### config.mk
export PLATFORM = sky130hd
export DESIGN_NAME = tmsd_test_mode_select_decode
export DESIGN_NICKNAME = d
export VERILOG_FILES = /design/src/tmsd_test_mode_select_decode.v
export VERILOG_INCLUDE_DIRS = /design/src
export SDC_FILE = /design/constraint.sdc
export NUM_CORES = 1
export LEC_CHECK = 0
export CAP_MARGIN = 10
export CORE_MARGIN = 8
export CORE_UTILIZATION = 52
export DETAILED_ROUTE_END_ITERATION = 16
export DONT_BUFFER_PORTS = 1
export GPL_TIMING_DRIVEN = 0
export HOLD_SLACK_MARGIN = 0.05
export PLACE_DENSITY_LB_ADDON = 0.1
export SYNTH_ARGS = -nofsm -noshare
export SYNTH_HDL_FRONTEND = slang
export SYNTH_SLANG_ARGS = --single-unit
### constraint.sdc
create_clock -name clk -period 1.3 [get_ports clk]
set_input_delay 0 -clock clk [delete_from_list [all_inputs] [get_ports clk]]
set_output_delay 0 -clock clk [all_outputs]
set_load 0.02 [all_outputs]
### src/tmsd_regs.vh
// Constants for the test mode select decoder.
// Assumes inclusion by the single design file only.
`ifndef TMSD_REGS_VH
`define TMSD_REGS_VH
`define TMSD_MODE_BSCAN 2'h0
`define TMSD_MODE_RSV1 2'h1
`define TMSD_MODE_RSV2 2'h2
`define TMSD_MODE_EMU 2'h3
`define TMSD_SYNC_ZERO 3'h0
`define TMSD_SYNC_ONES 3'h7
`define TMSD_COUNT_ZERO 2'h0
`define TMSD_COUNT_STEP 2'h1
`define TMSD_CAPTURE_LAST 2'h3
`endif

### src/tmsd_test_mode_select_decode.v
// Test mode select decoder: latches the functional mode pins at reset,
// decodes boundary scan or emulation, and detects NMI rising edges.
// Assumes pins are asynchronous to clk and mode select pins are pulled up when undriven.
`timescale 1ns/1ns
`include "tmsd_regs.vh"
module tmsd_test_mode_select_decode (
   // Clock and reset
   input wire clk,
   input wire resetn,
   // Mode select pins
   input wire modeSelectHigh,
   input wire modeSelectLow,
   // Test reset pin, sensed only for status
   input wire testResetPin,
   // Nonmaskable interrupt pin
   input wire nmiPin,
   // Decoded configuration
   output reg boundaryScanMode,
   output reg emulationMode,
   output reg reservedMode,
   output reg runEnable,
   output reg scanTrstConflict,
   // Interrupt event
   output reg nmiPulse
);

   // Capture states, one-hot
   localparam ST_CAPTURE = 2'b01;
   localparam ST_RUN = 2'b10;

   reg [2:0] selHighSync;
   reg [2:0] selLowSync;
   reg [2:0] nmiSync;
   reg [2:0] trstSync;
   reg [1:0] functionalModeSelect;
   reg [1:0] next_functionalModeSelect;
   reg [1:0] captureState;
   reg [1:0] next_captureState;
   reg [1:0] captureCount;
   reg [1:0] next_captureCount;
   reg nmiLevel;
   reg trstLevel;
   wire captureOpen;
   wire [1:0] pinMode;
   wire nmiFiltered;
   wire trstFiltered;

   // A change counts once stages two and three agree
   function filt;
      input [2:0] s;
      input prev;
      begin
         filt = (s[1] == s[2]) ? s[2] : prev;
      end
   endfunction

   function isScan;
      input [1:0] code;
      begin
         isScan = (code == `TMSD_MODE_BSCAN);
      end
   endfunction

   function isEmu;
      input [1:0] code;
      begin
         isEmu = (code == `TMSD_MODE_EMU);
      end
   endfunction

   function isReserved;
      input [1:0] code;
      begin
         isReserved = (code == `TMSD_MODE_RSV1) ||
            (code == `TMSD_MODE_RSV2);
      end
   endfunction

   // Synchronisers rest at the pin's pull level, so no false edge
   always @(posedge clk or negedge resetn) begin
      if (!resetn) begin
         selHighSync <= `TMSD_SYNC_ONES;
      end else begin
         selHighSync <= {selHighSync[1:0], modeSelectHigh};
      end
   end

   always @(posedge clk or negedge resetn) begin
      if (!resetn) begin
         selLowSync <= `TMSD_SYNC_ONES;
      end else begin
         selLowSync <= {selLowSync[1:0], modeSelectLow};
      end
   end

   always @(posedge clk or negedge resetn) begin
      if (!resetn) begin
         nmiSync <= `TMSD_SYNC_ZERO;
      end else begin
         nmiSync <= {nmiSync[1:0], nmiPin};
      end
   end

   always @(posedge clk or negedge resetn) begin
      if (!resetn) begin
         trstSync <= `TMSD_SYNC_ZERO;
      end else begin
         trstSync <= {trstSync[1:0], testResetPin};
      end
   end

   assign pinMode = {filt(selHighSync, functionalModeSelect[1]),
                     filt(selLowSync, functionalModeSelect[0])};
   assign nmiFiltered = filt(nmiSync, nmiLevel);
   assign trstFiltered = filt(trstSync, trstLevel);

   // Capture window: first cycles after release while the sync fills
   always @* begin
      next_captureState = captureState;
      next_captureCount = captureCount;
      next_functionalModeSelect = functionalModeSelect;
      case (captureState)
         ST_CAPTURE: begin
            next_functionalModeSelect = pinMode;
            next_captureCount = captureCount + `TMSD_COUNT_STEP;
            if (captureCount == `TMSD_CAPTURE_LAST)
               next_captureState = ST_RUN;
         end
         ST_RUN: begin
            next_captureState = ST_RUN;
         end
         default: begin
            next_captureState = ST_CAPTURE;
         end
      endcase
   end

   always @(posedge clk or negedge resetn) begin
      if (!resetn) begin
         captureState <= ST_CAPTURE;
         captureCount <= `TMSD_COUNT_ZERO;
         functionalModeSelect <= `TMSD_MODE_EMU;
      end else begin
         captureState <= next_captureState;
         captureCount <= next_captureCount;
         functionalModeSelect <= next_functionalModeSelect;
      end
   end

   assign captureOpen = (captureState == ST_CAPTURE);

   // Decoded configuration, held from capture until the next reset
   always @(posedge clk or negedge resetn) begin
      if (!resetn) begin
         boundaryScanMode <= 1'b0;
      end else begin
         boundaryScanMode <= isScan(functionalModeSelect);
      end
   end

   always @(posedge clk or negedge resetn) begin
      if (!resetn) begin
         emulationMode <= 1'b1;
      end else begin
         emulationMode <= isEmu(functionalModeSelect);
      end
   end

   // Reserved codes are only reported; the core still runs
   always @(posedge clk or negedge resetn) begin
      if (!resetn) begin
         reservedMode <= 1'b0;
      end else begin
         reservedMode <= isReserved(functionalModeSelect);
      end
   end

   always @(posedge clk or negedge resetn) begin
      if (!resetn) begin
         runEnable <= 1'b0;
      end else begin
         runEnable <= !captureOpen;
      end
   end

   // Filtered test reset level, kept apart from the conflict flag
   always @(posedge clk or negedge resetn) begin
      if (!resetn) begin
         trstLevel <= 1'b0;
      end else begin
         trstLevel <= trstFiltered;
      end
   end

   always @(posedge clk or negedge resetn) begin
      if (!resetn) begin
         scanTrstConflict <= 1'b0;
      end else begin
         scanTrstConflict <=
            isScan(functionalModeSelect) && trstFiltered;
      end
   end

   // Edge detector: a held high level gives a single pulse
   always @(posedge clk or negedge resetn) begin
      if (!resetn) begin
         nmiLevel <= 1'b0;
      end else begin
         nmiLevel <= nmiFiltered;
      end
   end

   always @(posedge clk or negedge resetn) begin
      if (!resetn) begin
         nmiPulse <= 1'b0;
      end else begin
         nmiPulse <= nmiFiltered && !nmiLevel;
      end
   end
endmodule

# ---- Yosys cells after proc, flatten, opt, wreduce, memory -nomap -nowiden
# Cells that the tools add are included.
dict set report op_classes {
  n_eq_ne 11
  reduce_logical 8
  addsub 1
  muxes 4
}
# cell n
set ops {}
lappend ops {{$eq 2x2->1 const B} 4}
lappend ops {{$eq 1x1->1} 4}
lappend ops {{$eq 2x1->1 const B} 2}
lappend ops {{$pmux 2 s2} 1}
lappend ops {{$reduce_and 2->1} 2}
lappend ops {{$add 2x1->2 const B} 1}
lappend ops {{$logic_and 1x1->1} 2}
lappend ops {{$logic_not 1->1} 2}
lappend ops {{$logic_not 2->1} 1}
lappend ops {{$mux 1} 2}
lappend ops {{$mux 2} 1}
lappend ops {{$ne 2x1->1 const B} 1}
lappend ops {{$logic_or 1x1->1} 1}
dict set report word_totals {
  regBits 26
  in_bits 6
  out_inout_bits 6
  wordCells 40
}

# ---- Depth between registers and ports, before layout
# Gate-level depths: netlist of the first run.
dict set report logic_depth {
  word_depth 3
  mapped_depth 4
  ltp_nobuf 4
}

# ---- Worst setup path after synthesis of the first run
# OpenSTA, ideal clock, no wires.
dict set report synth_path {
  path_kind {reg2reg}
  from {register captureState[0]}
  to {register captureState[0]}
  path_slack_ns 0.093
  setup_ns 0.082
  synth_period_minus_slack_ns 1.207
  required_time_ns 1.218
  arrival_ns 1.125
  stages_incl_launch_ff 4
  path_buffers 0
  cell_sequence {dfstp_2 ha_1 nand2b_2 mux2_4}
}
dict set report synth_via {
  elab_chain_len 2
  elab_cells_between_ends 4
  cone_classes {eq/ne: 3; mux: 1}
}
# element line_no
set synth_lines {}
lappend synth_lines {{start, declared} tmsd_test_mode_select_decode.v:37} ;# reg [1:0] captureState;
lappend synth_lines {{start signal, assigned} tmsd_test_mode_select_decode.v:144} ;# captureState <= next_captureState;
lappend synth_lines {{$eq 2x2->1 or $eq 2x1->1 (tied branches)} tmsd_test_mode_select_decode.v:122} ;# case (captureState)
lappend synth_lines {{$pmux 2 s2 or $ne 2x1->1 (tied branches)} n/a}
# Several ways; a longest one is shown, not always the timed one.
# A chain may end at the register's enable or synchronous reset.

# ---- Worst setup path in the final report of the first run
# Same ends and word-level chain as after synthesis.

==> results of run 1 <==
-- sequential cells by signal, indices dropped and copies added (netlist names), 2 cells and up --
register,cells
functionalModeSelect,2
selHighSync,3
captureCount,2
nmiSync,3
trstSync,3
selLowSync,3
captureState,2
-- layout make-up --
| type | instances | area (µm²) | share of cell area |
|---|---|---|---|
| Multi-Input combinational cell | 21 | 189 | 0.189 |
| Clock buffer | 3 | 22.5 | 0.0226 |
| Tap cell | 16 | 20.0 | 0.0201 |
| Clock inverter | 1 | 30.0 | 0.0301 |
| Inverter | 6 | 22.5 | 0.0226 |
| Sequential cell | 26 | 663 | 0.665 |
| Timing Repair Buffer | 5 | 50.0 | 0.0502 |
-- logic make-up (layout without fill, tap and decap cells) --
logic type,Yosys count,in the layout
adder cells (fa/ha/maj),7,7
multiplexers,3,3
AND/OR/NAND/NOR,6,6
AO/OA/AOI/OAI,4,4
buffers and inverters,6,15
XOR/XNOR,1,1
flip-flops,26,26
-- worst min-delay path by stage --
stage | endpoint | slack (ns) | depth (start not counted)
final | selLowSync[0] | 0.21 | 1
after global routing | selLowSync[0] | 0.20 | 1
after CTS | selLowSync[0] | 0.19 | 1
after detailed placement | reservedMode | -0.29 | 0
after global placement | boundaryScanMode | -0.29 | 0
after floorplan | boundaryScanMode | -0.30 | 0
-- worst reg2reg max path: cells and delay by family (launching register included) --
| kind | cells | cell delay [ns] |
|---|---|---|
| DFF | 1 | 0.58 |
| muxes | 1 | 0.30 |
| adders and majority gates | 1 | 0.23 |
| and+or+nand+nor | 1 | 0.09 |
-- cells in the mapped netlist, drive strengths merged --
| library cell | number | area [µm²] |
|---|---|---|
| a21oi | 2 | 10.0 |
| and2 | 1 | 6.26 |
| dfrtp | 16 | 400 |
| dfstp | 10 | 263 |
| ha | 5 | 62.6 |
| inv | 6 | 22.5 |
| maj3 | 2 | 21.3 |
| mux2 | 2 | 26.3 |
| mux2i | 1 | 10.0 |
| nand2 | 1 | 3.75 |
| nand2b | 1 | 8.76 |
| nor2 | 1 | 3.75 |
| nor2b | 2 | 12.5 |
| o22ai | 2 | 12.5 |
| xor2 | 1 | 8.76 |
-- cell usage in the layout (no fill, tap or decap) --
cell,n
nand2_1,1
nor2_1,1
xor2_1,1
mux2_2,1
clkbuf_4,3
ha_2,1
dfrtp_1,16
o22ai_1,2
inv_1,6
mux2_4,1
bufinv_16,1
ha_1,4
nor2b_1,2
a21oi_1,2
maj3_1,1
and2_1,1
dfstp_2,10
maj3_2,1
dlygate4sd3_1,5
mux2i_1,1
nand2b_2,1
-- routing by layer --
layer / wire (µm) / vias to the layer above / GRT usage
met4: 37 / 0 / 0.0705
met5: 0 / - / 0
met3: 71 / 4 / 0.0265
met1: 452 / 205 / 0.0768
li1: - / 186 / -
met2: 539 / 11 / 0.129
-- what timing repair did --
item / CTS / global route
hold endpoints to repair: 30 / 0
setup endpoints to repair: 1 / 0
gates resized for setup: 1 / 0
hold buffers: 5 / 0
-- report_power, final --
group	switching [µW]	internal (µW)
clock network	225	312
logic	18.5	15.9
registers	14.0	844
-- per-stage QoR --
stage                util  hold slack, ns  setup WS, ns  power (µW)  cells
CTS                 0.647           0.194        0.0340        1450     78
detailed placement  0.579          -0.295        0.0195         882     69
finish              0.647           0.207        0.0423        1430     78
global route        0.647           0.200       0.00648        1480     78
global placement    0.579          -0.295        0.0700         880     69
floorplan               -          -0.296        0.0925         877     53
==> flow_results.org, run 1 <==
** Status
- The flow ran to the end, and the final reports show no timing, DRC or antenna violations.

** Floorplan
- The floorplan step defined a die boundary enclosing 3240 µm².
- The initial utilization of the core area, before any placement, comes to 0.566.
- The core region is 1540 µm².
- Chip height :: 57.0 µm
- The die is 57.0 µm wide.
- Count of standard-cell rows :: 14
- 12 I/O pins were placed.

** Detailed routing
- The first detailed-routing pass ran for 2 iterations.
- For this block, the via count after detailed routing is 406.
- Detailed-route wire length :: 1100 µm
- Number of DRC violations after detailed-routing iteration 0 :: 6
- Routed length per instance :: 14.1 µm
- Post-route ant nets :: 0
- For this run, design rule violations remaining after detail routing come to 0.
- Post-detailed-route via-to-cell ratio :: 5.21

** Synth
- Of the total synthesized cell area, the portion taken by AND, OR, NAND and NOR gates is 0.0402.
- Compound-Gate Fraction of Synth Area :: 0.0258
- Synthesis handed over a netlist of 53 instances.
- During synthesis, Yosys emitted a total of 0 warnings.
- Per-instance average area after synthesis :: 16.5 µm²
- Count of different cell masters after synthesis :: 17
- Of the total synthesized cell area, the portion taken by XOR and XNOR cells is 0.0100.
- Of the total synthesized cell area, the portion taken by full adders, half adders and majority gates is 0.0961.
- After synthesis the cells add up to 872 µm².
- Net count after synthesis :: 64
- Counting flops and latches in the post-synthesis netlist gives 26.
- Dominant combinational cell family by area after synthesis :: adder cells
- Of the post-synthesis cell area, the part taken by muxes is 0.0416.
- The share of the Yosys chip area taken by registers is 0.760.

** Clock network
- In this run the number of H-tree levels came out at 1.
- After clock tree synthesis, the clock-pin slew on the worst setup and hold paths is 0.13 ns.
- Clock sink total :: 26
- TritonCTS clock tree :: done
- Cell at the root of the clock tree :: clkbuf_4
- Post-CTS Repair Setup Buffers :: 0
- No sink is reached through more buffers than the 2 on the longest clock path.
- Clock buffers created by TritonCTS :: 3
- Clock latency on the worst-skew pair :: 0.31 ns

** Timing
- The number of endpoints with negative hold slack in the final report came to 0.
- After layout, the minimum clock period comes to 1.26 ns.
- Fin. max-slew vios :: 0
- Skew final :: 0.00409 ns
- At the pin with the least slew margin, the transition time is 1.04 ns.
- Final cycle utilization of the critical path :: 0.967
- Setup Viol. Count Final :: 0
- Accumulated negative setup slack :: 0 ns
- In this run the tightest slew margin relative to its limit is 0.301.
- Setup repair after global routing left no endpoint under its margin.
- Achievable frequency :: 795 MHz

** Final layout
- The repair_antennas step left the layout with diodes totalling 0.
- In the final layout, the share of cells above drive strength 1 is 0.306.
- After routing the design area is 997 µm².
- Nets :: 74
- After filler insertion, the fill cell instance count of the layout stands at 113.
- From synthesis to final layout, the design area changed by 14.3%.

** Setup path
- Crit. End Element :: flip-flop
- STA classifies the critical path startpoint as a flip-flop.
- Cell class contributing the biggest share of worst-path delay :: flip-flops
- The startpoint identified for the worst register-to-register timing path is captureState[0].
- The most critical setup path has its startpoint at captureState[0].
- Data on the critical path arrives at its endpoint at 1.52 ns.
- The largest individual stage delay along the critical path comes from the cell dfstp_2.
- In this run the number of cells on the critical path is 3.
- The signal on the critical path passes through ha_2 -> nand2b_2 -> mux2_4.
- In this run the worst setup path terminates at captureState[0].
- The worst setup path is of the reg -> reg kind.
- Cell count of the worst reg-to-reg path :: 3
- CP required :: 1.56 ns
- Worst r2r dst :: captureState[0]
- Delay of the slowest cell on the worst path :: 0.58 ns
- Count of buffer and inverter cells on the critical path :: 0
- Of all nets on the critical path, the largest fanout is 4.
- Setup slack on the worst reg-to-reg path comes out at 0.04 ns.

** Run
- Max-cap violations in this run came to 0.

** GRT
- GR Util All Layers :: 0.0786
- The number of antenna violations at the first check in global routing was 0.
- Residual overflow from global routing :: 0
- The first global-routing pass estimated 1970 µm of wire.
- Entering global routing, the biggest net connects 27 pins.
- Via count of the first global-routing pass :: 477

** Pwr
- Pwr dens :: 1430 nW/µm²
- Peak supply drop :: 1020 µV
- In this run the static leakage power is 0.000498 µW.

** Worst hold path
- In this run the most critical hold path is launched from modeSelectLow.
- Worst hold path class :: in -> reg

** Placed design
- During placement, the flow inserted port buffers numbering 0.
- Placed standard-cell area :: 892 µm²
- Placer's final routability congestion estimate :: 0.675
- HPWL after detailed placement :: 798 µm
Note: power is estimated with default switching activity, not from simulation.
==> inputs of run 2 (changes only) <==
- MAX_ROUTING_LAYER: unset -> met4
==> flow_results.org, run 2 (synthesized netlist as in run 1, its figures left out) <==
** GRT
- The via count of the first global-routing pass was 477 (unchanged).
- The layer carrying the most global-route usage is met2 (unchanged).
- The global-route total usage across every layer came to 0.0810 (was 0.0786).
- The met2 routing resource usage after global routing is 0.129 (unchanged).
- GR Util met1 :: 0.0782 (was 0.0768)
- The first-pass GRT wire length is 1980 µm (was 1970 µm).
- The number of antenna violations at the first check in global routing came to 0 (unchanged).
- The met3 demand-to-capacity share in global routing was 0.0243 (was 0.0265).
- The maximum number of pins on one net before global-route repair was 27 (unchanged).
- Residual overflow from global routing :: 0 (unchanged)

** Timing
- Skew final :: 0.00399 ns (was 0.00409 ns)
- Setup Viol. Count Final :: 0 (unchanged)
- Setup repair after global routing missed its margin :: no (unchanged)
- Hold violation count in the final report :: 0 (unchanged)
- The final period utilization was 0.967 (about the same).
- Achievable frequency :: 795 MHz (about the same)
- Headroom to the max-slew limit :: 0.301 (unchanged)
- The post-route setup TNS came to 0 ns (unchanged).
- Worst Tran Pin Value :: 1.04 ns (unchanged)
- The time the worst path needs with I/O delays and setup came to 1.26 ns (about the same).
- The max-slew violation total from the final report is 0 (unchanged).

** Setup path
- Crit. End Element :: flip-flop (unchanged)
- The highest-delay cell along the critical path is dfstp_2 (unchanged).
- The family with the most delay on the worst path is flip-flops (unchanged).
- Critical Setup Path Class :: reg -> reg (unchanged)
- Critical Path, Cell by Cell :: ha_2 -> nand2b_2 -> mux2_4 (unchanged)
- Delay of the slowest cell on the worst path :: 0.58 ns (about the same)
- Arrival time of the worst setup path :: 1.52 ns (about the same)
- The startpoint type of the worst setup path was a flip-flop (unchanged).
- CP required :: 1.56 ns (about the same)
- Maximum fanout encountered on the critical timing path :: 4 (unchanged)
- The critical path buffer and inverter count is 0 (unchanged).

** Final layout
- The number of inserted diodes is 0 (unchanged).
- Number of fill cells in the layout :: 113 (unchanged)
- Most frequent cells in the layout :: dfrtp_1 (16), dfstp_2 (10), inv_1 (6) (unchanged)
- The most frequent standard cell in the layout excluding fill and tap cells is dfrtp_1 (unchanged).
- The fraction of final layout cells sized beyond drive strength 1 was 0.306 (unchanged).
- Synthesis-to-finish area growth :: 14.3% (unchanged)
- The final standard cell area without fillers came to 997 µm² (unchanged).
- Nets :: 74 (unchanged)

** Pwr
- Pwr dens :: 1430 nW/µm² (about the same)
- The maximum vdd drop was 1020 µV (about the same).
- P_leak :: 0.000498 µW (unchanged)

** Placed design
- The count of buffers inserted at the top-level ports was 0 (unchanged).
- HPWL after detailed placement :: 798 µm (unchanged)
- The placer congestion estimate came to 0.682 (was 0.675).
- The cell area after placement was 892 µm² (unchanged).

** Run
- Number of maximum-capacitance constraint violations :: 0 (unchanged)

** Clock network
- Buffers from clock root to sink, at most :: 2 (unchanged)
- The root buffer cell is clkbuf_4 (unchanged).
- The number of levels in the clock H-tree is 1 (unchanged).
- The number of clock buffers inserted by TritonCTS came to 3 (unchanged).
- The clock tree from TritonCTS was done (unchanged).
- The clock edge transition at the registers on the reported setup and hold paths was 0.13 ns (about the same).
- Clock sink total :: 26 (unchanged)
- Clock latency on the worst-skew pair :: 0.31 ns (about the same)
- Post-CTS Repair Setup Buffers :: 0 (unchanged)

** Detailed routing
- Post-route ant nets :: 0 (unchanged)
- The via total after detailed routing was 406 (unchanged).
- The number of optimization iterations in the first detailed-route pass is 2 (unchanged).
- Number of DRC violations after detailed-routing iteration 0 :: 6 (unchanged)
- Detailed-route wire length :: 1100 µm (unchanged)
- The via density per instance is 5.21 (unchanged).
- The detail-routed net length per standard cell came to 14.1 µm (unchanged).
- The remaining routing DRC violations was 0 (unchanged).

** Floorplan
- The initial core utilization was 0.566 (unchanged).
- Die area :: 3240 µm² (unchanged)
- Die boundary width :: 57.0 µm (unchanged)
- Floorplan Core Area :: 1540 µm² (unchanged)
- The die span in y is 57.0 µm (unchanged).
- Count of standard-cell rows :: 14 (unchanged)
- The count of boundary I/O pins is 12 (unchanged).

** Status
- Outcome :: completed (unchanged)

** Worst hold path
- The class of the tightest hold or removal check is in -> reg (unchanged).
==> run 2: final timing paths <==
check	from	end	slack, ns	depth (start not counted)
hold reg to reg	trstSync[0]	trstSync[1]	0.36	0
hold / removal	modeSelectLow	selLowSync[0]	0.21	1
setup reg to reg	captureState[0]	captureState[0]	0.04	3
max in group asynchronous	resetn	captureCount[0]	0.37	1
min in group asynchronous	resetn	trstLevel	0.30	1
setup / recovery	captureState[0]	captureState[0]	0.04	3
==> run 2: area by class of cell <==
type	instances	area, µm²	share of cell area
multi-input combinational	21	189	0.189
sequential	26	663	0.665
clock inverter	1	30.0	0.0301
timing repair buffer	5	50.0	0.0502
inverter	6	22.5	0.0226
tap	16	20.0	0.0201
clock buffer	3	22.5	0.0226
==> run 2: what timing repair did <==
action,CTS,global route
hold endpoints to repair,30,0
hold buffers,5,0
setup endpoints to repair,1,0
resized for setup,1,0
==> run 2: metrics by stage <==
step | std cells | util | total power [µW] | hold slack (ns) | worst slack (ns)
2_1_floorplan | 53 | - | 877 | -0.296 | 0.0925
3_3_place_gp | 69 | 0.579 | 880 | -0.295 | 0.0700
3_5_place_dp | 69 | 0.579 | 882 | -0.295 | 0.0195
4_1_cts | 78 | 0.647 | 1450 | 0.194 | 0.0340
5_1_grt | 78 | 0.647 | 1480 | 0.200 | 0.00648
6_report | 78 | 0.647 | 1430 | 0.207 | 0.0423
==> run 2: metal layers <==
layer,routed length (µm),vias to the layer above,share of wire
met2,539,11,0.49
met4,37,0,0.034
met1,460,205,0.42
met3,64,4,0.058
li1,-,186,-
met5,0,-,0
==> run 2: worst reg2reg max path, cell delays in order (launching register included) <==
cell      delay (ns)
dfstp_2         0.58
ha_2            0.23
nand2b_2        0.09
mux2_4          0.30
==> run 2: power by group <==
| part | internal (µW) | switching [µW] |
|---|---|---|
| Combinational | 15.9 | 18.5 |
| Sequential | 844 | 14.0 |
| Clock | 312 | 225 |
| Total | 1170 | 258 |
==> inputs of run 3 (changes only) <==
--- a/config.mk
+++ b/config.mk
@@ -10,3 +10,3 @@
 export CORE_MARGIN = 8
-export CORE_UTILIZATION = 52
+export CORE_UTILIZATION = 45
 export DETAILED_ROUTE_END_ITERATION = 16
==> constraint.sdc (replaced) <==
create_clock -name clk -period 1.3 [get_ports clk]
set_input_delay 0.26 -clock clk [delete_from_list [all_inputs] [get_ports clk]]
set_output_delay 0.26 -clock clk [all_outputs]
set_load 0.02 [all_outputs]
==> flow_results.org, run 3 (synthesized netlist as in run 1, its figures left out) <==
** Timing
- The max-slew violation total from the final report came to 0 (unchanged).
- Tmin final :: 1.22 ns (was 1.26 ns)
- The number of endpoints with negative hold slack in the final report came to 0 (unchanged).
- Accumulated negative setup slack :: 0 ns (unchanged)
- The final period utilization came to 0.941 (was 0.967).
- The maximum clock skew at final layout was 0.00154 ns (was 0.00399 ns).
- The relative slew slack came to 0.618 (was 0.301).
- Crit path setup slack, layout :: 0.0768 ns (was 0.0423 ns)
- The final worst hold slack came to 0.365 ns (was 0.207 ns).
- Achievable frequency :: 818 MHz (was 795 MHz)
- The slew at the pin closest to its max-slew limit came to 0.572 ns (was 1.04 ns).
- The setup violation total in the final timing report is 0 (unchanged).
- Setup repair after global routing missed its margin :: no (unchanged)

** Setup path
- The startpoint type of the worst setup path is a flip-flop (unchanged).
- Startpoint of the worst setup timing path :: captureState[0] (unchanged)
- Maximum fanout encountered on the critical timing path :: 4 (unchanged)
- Slowest library cell on the worst path :: dfstp_2 (unchanged)
- Critical Path, Cell by Cell: ha_4 -> nand2b_2 -> mux2_4 (was ha_2 -> nand2b_2 -> mux2_4).
- The family with the most delay on the worst path is flip-flops (unchanged).
- Critical Setup Path Class :: reg -> reg (unchanged)
- The data required time at the worst endpoint was 1.55 ns (was 1.56 ns).
- Worst r2r dst :: captureState[0] (unchanged)
- The capture point of the critical path was captureState[0] (unchanged).
- Crit. End Element :: flip-flop (unchanged)
- The maximum single-stage delay on the critical path is 0.61 ns (was 0.58 ns).
- The setup slack of the worst register-to-register path is 0.08 ns (was 0.04 ns).
- The critical path buffer and inverter count came to 0 (unchanged).
- Logic depth of the worst setup path including buffers :: 3 (unchanged)
- Cell count of the worst reg-to-reg path :: 3 (unchanged)
- Arrival time of the worst setup path :: 1.47 ns (was 1.52 ns)
- The launching point of the worst reg2reg path is captureState[0] (unchanged).

** Floorplan
- Die boundary width :: 60.0 µm (was 57.0 µm)
- The number of placement rows came to 16 (was 14).
- The area of the core is 1900 µm² (was 1540 µm²).
- I/O pins :: 12 (unchanged)
- Die area :: 3600 µm² (was 3240 µm²)
- The die span in y came to 60.0 µm (was 57.0 µm).
- Initial Utilization :: 0.459 (was 0.566)

** Detailed routing
- Post-route ant nets :: 0 (unchanged)
- Routed length per instance :: 12.5 µm (was 14.1 µm)
- Detailed-route wire length :: 1130 µm (was 1100 µm)
- Remaining routing DRC violations :: 0 (unchanged)
- Post-detailed-route via-to-cell ratio :: 4.43 (was 5.21)
- Total via count in the routed design :: 399 (was 406)
- DR pass1 iterations :: 2 (unchanged)
- Number of DRC violations after detailed-routing iteration 0 :: 2 (was 6)

** Final layout
- Register cell area after layout :: 663 µm² (unchanged)
- Most common library cell in the layout ignoring fill and taps :: dfrtp_1 (unchanged)
- The fraction of final layout cells sized beyond drive strength 1 is 0.317 (was 0.306).
- The number of inserted diodes came to 0 (unchanged).
- Most frequent cells in the layout :: dfrtp_1 (16), dfstp_2 (10), inv_1 (6) (unchanged)
- Final design instance area without fill :: 1020 µm² (was 997 µm²)
- Area taken by multi-input logic gates :: 199 µm² (was 189 µm²)
- The net count of the finished layout is 75 (was 74).
- The final standard cell utilization of the core is 0.536 (was 0.647).
- Number of fill cells in the layout :: 171 (was 113)
- Synthesis-to-finish area growth :: 16.9% (was 14.3%)

** GRT
- The maximum number of pins on one net before global-route repair is 27 (unchanged).
- The global-route total usage across every layer is 0.0739 (was 0.0810).
- The via count of the first global-routing pass was 396 (was 477).
- Residual overflow from global routing :: 0 (unchanged)
- Global-route wire length before repair :: 1820 µm (was 1980 µm)
- Number of antenna violations at the first check in global routing :: 0 (unchanged)

** Run
- The number of max-capacitance violations reported came to 0 (unchanged).

** Clock network
- The number of levels in the clock H-tree was 1 (unchanged).
- The CTS sink count is 26 (unchanged).
- Buffers from clock root to sink, at most :: 2 (unchanged)
- The clock latency at the later pin of the worst-skew pair was 0.30 ns (was 0.31 ns).
- The clock edge transition at the registers on the reported setup and hold paths came to 0.12 ns (was 0.13 ns).
- The root buffer cell was clkbuf_4 (unchanged).
- The number of clock buffers inserted by TritonCTS was 3 (unchanged).
- TritonCTS clock tree :: done (unchanged)

** Worst hold path
- The class of the tightest hold or removal check is reg -> reg (was in -> reg).

** Pwr
- P_leak :: 0.000498 µW (about the same)
- Pwr dens :: 1250 nW/µm² (was 1430 nW/µm²)
- The maximum vdd drop was 651 µV (was 1020 µV).

** Placed design
- The cell area after placement came to 906 µm² (was 892 µm²).
- The worst setup slack before clock tree synthesis is -0.00252 ns (was 0.0195 ns).
- The placer congestion estimate came to 0.750 (was 0.682).
- The count of buffers inserted at the top-level ports came to 0 (unchanged).
- The detailed placer's ending HPWL came to 824 µm (was 798 µm).

** Status
- Outcome :: completed (unchanged)
## run 3: area by class of cell
type | count | area share
inverters | 6 | 0.0221
well taps | 27 | 0.0331
clock buffers | 4 | 0.0356
multi-input cells | 21 | 0.195
repair buffers | 6 | 0.0638
flip-flops and latches | 26 | 0.650
## run 3: per-stage QoR
| stage | total power [µW] | cells |
|---|---|---|
| after global routing | 1340 | 90 |
| after global placement | 881 | 80 |
| after detailed placement | 882 | 80 |
| after floorplan | 877 | 53 |
| after CTS | 1300 | 89 |
| final | 1270 | 90 |
## run 3: power by group
group | switching (µW) | internal, µW | leakage (µW)
clock network | 206 | 171 | 0.0000210
logic | 20.2 | 20.1 | 0.000178
registers | 13.9 | 843 | 0.000299
total | 240 | 1030 | 0.000498
## run 3: how the worst min path moves through the flow
| stage | start | to | slack [ns] | cells after the start |
|---|---|---|---|---|
| floorplan | resetn | boundaryScanMode | -0.04 | 0 |
| global placement | resetn | scanTrstConflict | -0.03 | 0 |
| detailed placement | resetn | scanTrstConflict | -0.03 | 0 |
| CTS | selLowSync[0] | selLowSync[1] | 0.37 | 0 |
| global route | selLowSync[0] | selLowSync[1] | 0.37 | 0 |
| finish | selLowSync[0] | selLowSync[1] | 0.37 | 0 |
## run 3: worst reg2reg max path: stages (launching register included)
cell      delay [ns]
dfstp_2         0.61
ha_4            0.18
nand2b_2        0.09
mux2_4          0.30
## run 3: metal layers
layer	share of wire	vias to the layer above	global-route usage	wire length, µm
met3	0.052	2	0.0258	59
met4	0.0098	0	0.0612	11
met5	0	-	-	0
li1	-	187	-	-
met2	0.52	8	0.105	583
met1	0.42	202	0.0818	471
## run 3: what timing repair did
action,CTS,global route
pin swaps,0,0
hold buffers,5,0
setup buffers,0,0
hold endpoints to repair,30,0
gates resized for setup,1,1
endpoints found under the setup margin,2,1
